[src/verilog/ssrp_top.sv]
// ssrp_pkg and ssrp_top: serial register port of a sensor, slave side.
// assumes the host drives chip select and serial clock as plain pins,
// sampled by i_mclk at 100 MHz; the register map sits outside and
// answers reads combinationally and drains writes through a fifo.

package ssrp_pkg;

    // ************************************************************
    // frame layout
    // ************************************************************
    localparam int ADDR_W = 7;
    localparam int DATA_W = 8;
    localparam logic DIR_WRITE = 1'b0;
    localparam logic DIR_READ = 1'b1;
    localparam logic [2:0] LAST_BIT = 3'h7;
    localparam int DIR_POS = 6;

    // ************************************************************
    // defaults and timing
    // ************************************************************
    localparam logic [ADDR_W-1:0] FIFO_READOUT_ADDR_DEF = 7'h3f;
    localparam int WR_FIFO_DEPTH_DEF = 8;
    localparam int MCLK_MHZ = 100;
    localparam int CSB_IDLE_NS = 1000;
    localparam int CSB_IDLE_CYC = (CSB_IDLE_NS * MCLK_MHZ + 999) / 1000;

    typedef enum logic [1:0] {
        SSRP_IDLE,
        SSRP_CMD,
        SSRP_WDATA,
        SSRP_RDATA
    } ssrp_phase_t;

    typedef struct packed {
        logic [ADDR_W-1:0] addr;
        logic [DATA_W-1:0] data;
    } ssrp_wr_t;

    typedef struct packed {
        // pin synchronisers: first stage, second stage, then the previous second-stage value for edges
        logic cs_m;
        logic cs_s;
        logic cs_p;
        logic sck_m;
        logic sck_s;
        logic sck_p;
        logic din_m;
        logic din_s;
        // protocol
        ssrp_phase_t phase;
        logic [2:0] bitcnt;
        logic [DATA_W-1:0] in_sh;
        logic [DATA_W-1:0] out_sh;
        logic idle_high;
        // register side
        logic rd_req;
        logic rd_adv;
        logic [ADDR_W-1:0] rd_addr;
        logic [ADDR_W-1:0] wr_addr;
        logic pend_valid;
        ssrp_wr_t pend;
        logic overflow;
        // pins out
        logic dout;
        logic pad_oe_n;
        logic sdo_oe_n;
    } ssrp_core_t;

    // next read address: the fifo readout register never increments
    function automatic logic [ADDR_W-1:0] ssrp_next_addr(
        input logic [ADDR_W-1:0] a,
        input logic [ADDR_W-1:0] fifo_addr
    );
        logic [ADDR_W-1:0] r;
        r = (a == fifo_addr) ? a : a + 7'h01;
        return r;
    endfunction : ssrp_next_addr

endpackage : ssrp_pkg

`timescale 1ns/1ns

module ssrp_top #(
    parameter logic [6:0] FIFO_READOUT_ADDR = ssrp_pkg::FIFO_READOUT_ADDR_DEF,
    parameter int WR_FIFO_DEPTH = ssrp_pkg::WR_FIFO_DEPTH_DEF
) (
    // clock and reset
    input wire logic i_mclk,
    input wire logic i_sys_rst,
    // serial link pins
    input wire logic i_csb_n,
    input wire logic i_sck,
    input wire logic i_bidir_data_pad,
    output logic o_bidir_data_pad,
    output logic o_bidir_data_pad_oe_n,
    output logic o_serial_out_pin,
    output logic o_serial_out_pin_oe_n,
    // configuration
    input wire logic i_three_wire_select,
    input wire logic i_overflow_clr,
    // status
    output logic o_frame_active,
    output logic o_clock_idle_high,
    output logic o_wr_overflow,
    // register read port
    output logic o_rd_req,
    output logic [6:0] o_rd_addr,
    input wire logic [7:0] i_rd_data,
    // register write port
    output logic o_wr_valid,
    output ssrp_pkg::ssrp_wr_t o_wr,
    input wire logic i_wr_ready
);

    // ************************************************************
    // elaboration checks
    // ************************************************************
    generate
        if (WR_FIFO_DEPTH < 2) begin : g_bad_depth
            $error("ssrp_top write fifo depth must be at least 2");
        end
    endgenerate

    // ************************************************************
    // state and decode
    // ************************************************************
    ssrp_pkg::ssrp_core_t q;
    ssrp_pkg::ssrp_core_t d;
    logic fifo_in_ready;
    logic sck_rise;
    logic sck_fall;
    logic cs_fall;
    logic push_ok;
    logic [ssrp_pkg::DATA_W-1:0] byte_in;

    // edges are only ever taken from the second synchroniser stage
    assign sck_rise = q.sck_s && !q.sck_p;
    assign sck_fall = !q.sck_s && q.sck_p;
    assign cs_fall = q.cs_s && !q.cs_p;
    assign push_ok = q.pend_valid && fifo_in_ready;
    assign byte_in = {q.in_sh[6:0], q.din_s};

    // ************************************************************
    // next state
    // ************************************************************
    always_comb begin
        d = q;
        d.cs_m = !i_csb_n;
        d.cs_s = q.cs_m;
        d.cs_p = q.cs_s;
        d.sck_m = i_sck;
        d.sck_s = q.sck_m;
        d.sck_p = q.sck_s;
        d.din_m = i_bidir_data_pad;
        d.din_s = q.din_m;
        d.rd_req = 1'b0;
        d.rd_adv = 1'b0;

        if (push_ok) begin
            d.pend_valid = 1'b0;
        end
        // address moves on one cycle after the byte was taken
        if (q.rd_adv) begin
            d.rd_addr = ssrp_pkg::ssrp_next_addr(q.rd_addr,
                FIFO_READOUT_ADDR);
        end

        if (!q.cs_s) begin
            // outside a frame: partial bytes are dropped
            d.phase = ssrp_pkg::SSRP_IDLE;
            d.bitcnt = 3'h0;
            d.dout = 1'b0;
        end else if (cs_fall) begin
            d.phase = ssrp_pkg::SSRP_CMD;
            d.bitcnt = 3'h0;
            d.idle_high = q.sck_s;
        end else begin
            if (sck_rise) begin
                d.in_sh = byte_in;
                d.bitcnt = q.bitcnt + 3'h1;
                if (q.bitcnt == ssrp_pkg::LAST_BIT) begin
                    case (q.phase)
                        ssrp_pkg::SSRP_CMD: begin
                            d.wr_addr = byte_in[6:0];
                            if (byte_in[7] == ssrp_pkg::DIR_READ) begin
                                d.phase = ssrp_pkg::SSRP_RDATA;
                                d.rd_addr = byte_in[6:0];
                            end else begin
                                d.phase = ssrp_pkg::SSRP_WDATA;
                            end
                        end
                        ssrp_pkg::SSRP_WDATA: begin
                            // every data byte needs its own address
                            d.phase = ssrp_pkg::SSRP_CMD;
                            if (q.pend_valid && !push_ok) begin
                                d.overflow = 1'b1;
                            end else begin
                                d.pend_valid = 1'b1;
                                d.pend.addr = q.wr_addr;
                                d.pend.data = byte_in;
                            end
                        end
                        default: begin
                            d.phase = q.phase;
                        end
                    endcase
                end
            end
            if (sck_fall && q.phase == ssrp_pkg::SSRP_RDATA) begin
                if (q.bitcnt == 3'h0) begin
                    // a new byte starts: fetch and announce it
                    d.out_sh = i_rd_data;
                    d.dout = i_rd_data[7];
                    d.rd_req = 1'b1;
                    d.rd_adv = 1'b1;
                end else begin
                    d.out_sh = {q.out_sh[6:0], 1'b0};
                    d.dout = q.out_sh[6];
                end
            end
        end

        // a new overflow wins over a clear in the same cycle only while the flag is clear
        if (i_overflow_clr && !(d.overflow && !q.overflow)) begin
            d.overflow = 1'b0;
        end

        // pad ownership follows the phase about to be entered in three-wire, the select in four-wire
        if (i_three_wire_select) begin
            d.pad_oe_n = !(d.cs_p && d.phase == ssrp_pkg::SSRP_RDATA);
            d.sdo_oe_n = 1'b1;
        end else begin
            d.pad_oe_n = d.cs_p;
            d.sdo_oe_n = !d.cs_p;
        end
    end

    // ************************************************************
    // registers
    // ************************************************************
    always_ff @(posedge i_mclk) begin
        if (i_sys_rst) begin
            q <= '0;
            q.sdo_oe_n <= 1'b1;
        end else begin
            q <= d;
        end
    end

    // ************************************************************
    // write fifo
    // ************************************************************
    ssrp_fifo #(
        .WIDTH($bits(ssrp_pkg::ssrp_wr_t)),
        .DEPTH(WR_FIFO_DEPTH)
    ) u_wr_fifo (
        .i_mclk(i_mclk),
        .i_sys_rst(i_sys_rst),
        .i_valid(q.pend_valid),
        .i_data(q.pend),
        .o_ready(fifo_in_ready),
        .o_valid(o_wr_valid),
        .o_data(o_wr),
        .i_ready(i_wr_ready)
    );

    // ************************************************************
    // outputs
    // ************************************************************
    assign o_bidir_data_pad = q.dout;
    assign o_bidir_data_pad_oe_n = q.pad_oe_n;
    assign o_serial_out_pin = q.dout;
    assign o_serial_out_pin_oe_n = q.sdo_oe_n;
    assign o_frame_active = q.cs_s;
    assign o_clock_idle_high = q.idle_high;
    assign o_wr_overflow = q.overflow;
    assign o_rd_req = q.rd_req;
    assign o_rd_addr = q.rd_addr;

endmodule : ssrp_top

[src/verilog/ssrp_fifo.sv]
// ssrp_fifo: small synchronous fifo with a registered head word.
// assumes one clock, synchronous active-high reset, and a power-of-two
// depth; both sides use valid/ready and stall each other honestly.
`timescale 1ns/1ns

module ssrp_fifo #(
    parameter int WIDTH = 15,
    parameter int DEPTH = 8
) (
    // clock and reset
    input wire logic i_mclk,
    input wire logic i_sys_rst,
    // filling side
    input wire logic i_valid,
    input wire logic [WIDTH-1:0] i_data,
    output logic o_ready,
    // draining side
    output logic o_valid,
    output logic [WIDTH-1:0] o_data,
    input wire logic i_ready
);
    localparam int AW = (DEPTH > 1) ? $clog2(DEPTH) : 1;

    // ************************************************************
    // elaboration checks
    // ************************************************************
    generate
        if (DEPTH < 2 || (DEPTH & (DEPTH - 1)) != 0) begin : g_bad_depth
            $error("ssrp_fifo depth must be a power of two, at least 2");
        end
        if (WIDTH < 1) begin : g_bad_width
            $error("ssrp_fifo width must be at least 1");
        end
    endgenerate

    // ************************************************************
    // state
    // ************************************************************
    typedef struct packed {
        logic [AW-1:0] wptr;
        logic [AW-1:0] rptr;
        logic [AW:0] cnt;
        logic head_valid;
        logic [WIDTH-1:0] head;
    } ssrp_fifo_st_t;

    ssrp_fifo_st_t q;
    ssrp_fifo_st_t d;
    logic [WIDTH-1:0] mem [DEPTH];
    logic push;
    logic pop_head;
    logic load;

    assign o_ready = (q.cnt != DEPTH[AW:0]);
    assign o_valid = q.head_valid;
    assign o_data = q.head;
    assign push = i_valid && o_ready;
    assign pop_head = q.head_valid && i_ready;
    // the head register refills from storage whenever it frees up
    assign load = (q.cnt != '0) && (!q.head_valid || pop_head);

    always_comb begin
        d = q;
        if (push) begin
            d.wptr = q.wptr + AW'(1);
        end
        if (load) begin
            d.rptr = q.rptr + AW'(1);
            d.head = mem[q.rptr];
            d.head_valid = 1'b1;
        end else if (pop_head) begin
            d.head_valid = 1'b0;
        end
        case ({push, load})
            2'b10: d.cnt = q.cnt + (AW+1)'(1);
            2'b01: d.cnt = q.cnt - (AW+1)'(1);
            default: d.cnt = q.cnt;
        endcase
    end

    always_ff @(posedge i_mclk) begin
        if (i_sys_rst) begin
            q <= '0;
        end else begin
            q <= d;
        end
    end

    always_ff @(posedge i_mclk) begin
        if (push) begin
            mem[q.wptr] <= i_data;
        end
    end

endmodule : ssrp_fifo

[config.mk]
export PLATFORM = sky130hd
export DESIGN_NAME = ssrp_top
export DESIGN_NICKNAME = d
export VERILOG_FILES = /design/src/verilog/ssrp_top.sv /design/src/verilog/ssrp_fifo.sv
export SDC_FILE = /design/constraint.sdc
export NUM_CORES = 1
export LEC_CHECK = 0
export ABC_AREA = 1
export BUFFER_PORTS_ARGS = -buffer_cell sky130_fd_sc_hd__clkbuf_2
export CORE_MARGIN = 5
export CORE_UTILIZATION = 30
export DETAILED_ROUTE_END_ITERATION = 10
export HOLD_SLACK_MARGIN = 0.1
export PLACE_DENSITY = 0.56
export SLEW_MARGIN = 20
export SYNTH_ARGS = -nofsm -noshare
export SYNTH_HDL_FRONTEND = slang
export SYNTH_SLANG_ARGS = --single-unit
[constraint.sdc]
create_clock -name i_mclk -period 2.55 [get_ports i_mclk]
set_clock_uncertainty 0.05 [all_clocks]
set_input_delay 0.3825 -clock i_mclk [delete_from_list [all_inputs] [get_ports i_mclk]]
set_output_delay 0.3825 -clock i_mclk [all_outputs]
set_load 0.005 [all_outputs]
==> key figures <==
Outcome
  – Status: completed

Routing
  – Detailed-route wire length: 19300 µm
  – Via count: 6212
  – DR WL/cell: 13.5 µm
  – Iteration-0 DRC count of the detailed router: 321
  – Post-route ant nets: 0
  – Post-route DRC violation count: 0
  – Vias per cell: 4.33
  – Drt pass-1 iters: 4

Die
  – Row Count: 63
  – Die height: 183 µm
  – Starting Density: 30.3%
  – Ports: 47
  – Core area: 29600 µm²
  – Die Width: 183 µm
  – Die area: 33500 µm²

Timing
  – Worst-Margin Slew: 0.742 ns
  – Final Setup Violations: 0
  – RSZ-0062 raised after global routing: no
  – Period utilization: 84.6%
  – Pins Over Slew Limit: 0
  – Final hold vios: 0
  – Setup TNS: 0 ns
  – Max Clock Freq: 464 MHz
  – Fin crit period: 2.16 ns
  – Slew HR: 50.5%
  – Hold Slack: 0.195 ns

Power
  – NetSw: 2.76 mW
  – Pint: 6.45 mW
  – Clock Power Share: 37.0%
  – Comb power frac: 21.1%
  – Max VDD drop: 452 µV
  – Power Dens Cells: 888 nW/µm²
  – Flop pwr share: 41.9%
  – Leak: 4.37 nW
  – Sw Share: 30.0%

Global routing
  – Antenna violations before repair: 0
  – Largest net degree at the start of global routing: 39
  – Number of global-route vias before repair: 5938
  – Total Routing Usage GR: 11.5%
  – First-pass GRT wire length: 31400 µm
  – Total grt overflow: 0

Final layout
  – Layout area overhead: 15.7%
  – Diode count: 0
  – # nets final: 1057
  – Most common cell after layout, fill and taps aside: nand2_1
  – Most frequent cells in the layout: 268 x nand2_1, 146 x inv_1, 124 x nand3_1
  – FILL cells: 3012
  – Layout cells sized above 1: 11.0%
  – Layout Cells excl Fill: 1435

Clock network
  – Num CTS Buffers: 23
  – Post-CTS Setup Bufs: 0
  – H-tree Lvls: 1
  – # resized after CTS: 0
  – Clk sink count: 209
  – Clk buf depth: 3
  – Clk_lat worst skew: 0.51 ns
  – Clock-pin slew on the worst setup and hold paths: 0.06 ns
  – Clk root buf: clkbuf_16
  – CTS tree: done
  – Post-CTS Hold Buffers: 13

Synthesis
  – #FFs+latches synth: 209
  – Post-synth top area share: 40.2%
  – Ys Warns: 0
  – Largest area contributor in the netlist: edfxtp_1
  – Synthesized instance count: 986
  – Synth Area per Inst: 9.10 µm²
  – Share of the yosys chip area belonging to registers: 60.0%
  – Synth area leaders: edfxtp_1 40%, dfxtp_1 20%, nand2_1 11%, nand3_1 6.9%, inv_1 6.1%
  – Post-Syn Area: 8970 µm²
  – Syn nets: 1015
  – Synth cell types: 34

Placement
  – Placed instance count: 1380
  – RePlAce Congestion: 0.757
  – Port Buffers: 46
  – Dpl hpwl: 11800 µm

Setup path
  – Worst reg-to-reg path cell count: 9
  – Startpoint types: register
  – CP endpoint kind: register
  – R2r setup slk: 0.39 ns
  – Worst EP arrival: 2.50 ns
  – WP data required: 2.89 ns
  – Crit path max fanout: 7
  – R2R Path Start: u_wr_fifo.q[16]$_SDFFE_PP0P_
  – R2R Path End: u_wr_fifo.q[18]$_SDFFE_PP0P_
  – Crit path kind: reg2reg

Worst hold path
  – WHS Path Cells: 4
  – Hold WC Path Type: in2reg
  – HP Start: i_wr_ready
  – Hold endpoint: u_wr_fifo.o_valid$_SDFFE_PP0P_

Run
  – Maxcap violations: 0
[kinds of logic (layout without fill, tap and decap cells)]
logic type / Yosys count / count (layout) / share of synthesized area [%]
and+or+nand+nor: 452 / 452 / 21.7
DFF: 209 / 209 / 60.0
AOI/OAI and AO/OA: 96 / 96 / 5.57
xor gates and xnor gates: 3 / 3 / 0.293
adders and majority gates: 13 / 13 / 1.90
buffers and inverters: 213 / 272 / 10.5
[critical path, stage by stage (launching register included)]
cell and delay, ns:
dfxtp_1 0.33, nor2_2 0.21, nand3_1 0.13, nand2_1 0.20, ha_1 0.28, inv_1 0.09
fa_1 0.43, xnor2_1 0.13, o21ai_0 0.14, inv_1 0.05
[routing by layer]
| metal | vias to the layer above | wire [µm] | track usage, % |
|---|---|---|---|
| met1 | 2831 | 9260 | 15.8 |
| met5 | - | 0 | 0 |
| met3 | 32 | 879 | 2.00 |
| met4 | 0 | 342 | 2.65 |
| li1 | 3239 | - | - |
| met2 | 110 | 8820 | 19.0 |
[cell usage after synthesis]
library cell and n:
a21oi_1 57, clkbuf_1 17, o21a_1 2, nor3_1 5
o211ai_1 1, nand3_2 1, inv_2 4, nand3_1 124
nand2_2 1, buf_4 24, nand2_1 268, ha_1 12
nand4_4 1, nor2_8 1, a211oi_1 1, nand2_4 1
buf_8 1, fa_1 1, dfxtp_1 89, edfxtp_1 120
xor2_1 1, and3_1 1, o21ai_0 28, nor2_2 1
nor2_4 2, buf_1 2, a31oi_1 7, nand3b_1 1
nor2_1 44, buf_6 3, xnor2_1 2, inv_1 146
buf_2 16, nand3_4 1
[flip-flops by register name, summed over array words and instances (netlist names), 4 cells and up]
signal,count
q,37
u_wr_fifo.mem,120
d,4
u_wr_fifo.o_data,15
u_wr_fifo.q,10
o_rd_addr,7
byte_in,8
[how the worst max path moves through the flow]
stage | from | end | slack [ns] | cells past startpoint
floorplan | u_wr_fifo.q[16]$_SDFFE_PP0P_ | u_wr_fifo.q[19]$_SDFFE_PP0P_ | 0.51 | 13
global placement | u_wr_fifo.q[16]$_SDFFE_PP0P_ | u_wr_fifo.q[18]$_SDFFE_PP0P_ | 0.47 | 9
detailed placement | u_wr_fifo.q[16]$_SDFFE_PP0P_ | u_wr_fifo.q[18]$_SDFFE_PP0P_ | 0.41 | 9
CTS | u_wr_fifo.q[16]$_SDFFE_PP0P_ | u_wr_fifo.q[18]$_SDFFE_PP0P_ | 0.39 | 9
global route | u_wr_fifo.q[16]$_SDFFE_PP0P_ | u_wr_fifo.q[18]$_SDFFE_PP0P_ | 0.17 | 9
finish | u_wr_fifo.q[16]$_SDFFE_PP0P_ | u_wr_fifo.q[18]$_SDFFE_PP0P_ | 0.39 | 9
[power by group through the flow]
stage	Combinational [mW]	Sequential [mW]	Clock, mW
2_1_floorplan	1.56	3.85	0
3_3_place_gp	1.92	3.93	0
3_5_place_dp	1.95	3.94	0
4_1_cts	1.98	3.86	3.49
5_1_grt	2.25	3.88	3.65
6_report	1.94	3.86	3.41
[final cells by class]
class | count | area, µm² | share of cell area [%]
Clock buffer | 25 | 583 | 5.62
Clock inverter | 17 | 194 | 1.87
Inverter | 150 | 563 | 5.43
Multi-Input combinational cell | 564 | 2640 | 25.5
Sequential cell | 209 | 5390 | 51.9
Tap cell | 390 | 488 | 4.70
Timing Repair Buffer | 80 | 518 | 4.99
[stage by stage]
stage	worst slack (ns)	power (mW)	area, µm²	util (%)
4_1_cts	0.391	9.34	10400	35.1
5_1_grt	0.174	9.78	10400	35.1
6_report	0.393	9.22	10400	35.1
2_1_floorplan	0.511	5.41	8970	-
3_3_place_gp	0.472	5.85	9470	32.0
3_5_place_dp	0.410	5.89	9470	32.0
Note: power is estimated with default switching activity, not from simulation.
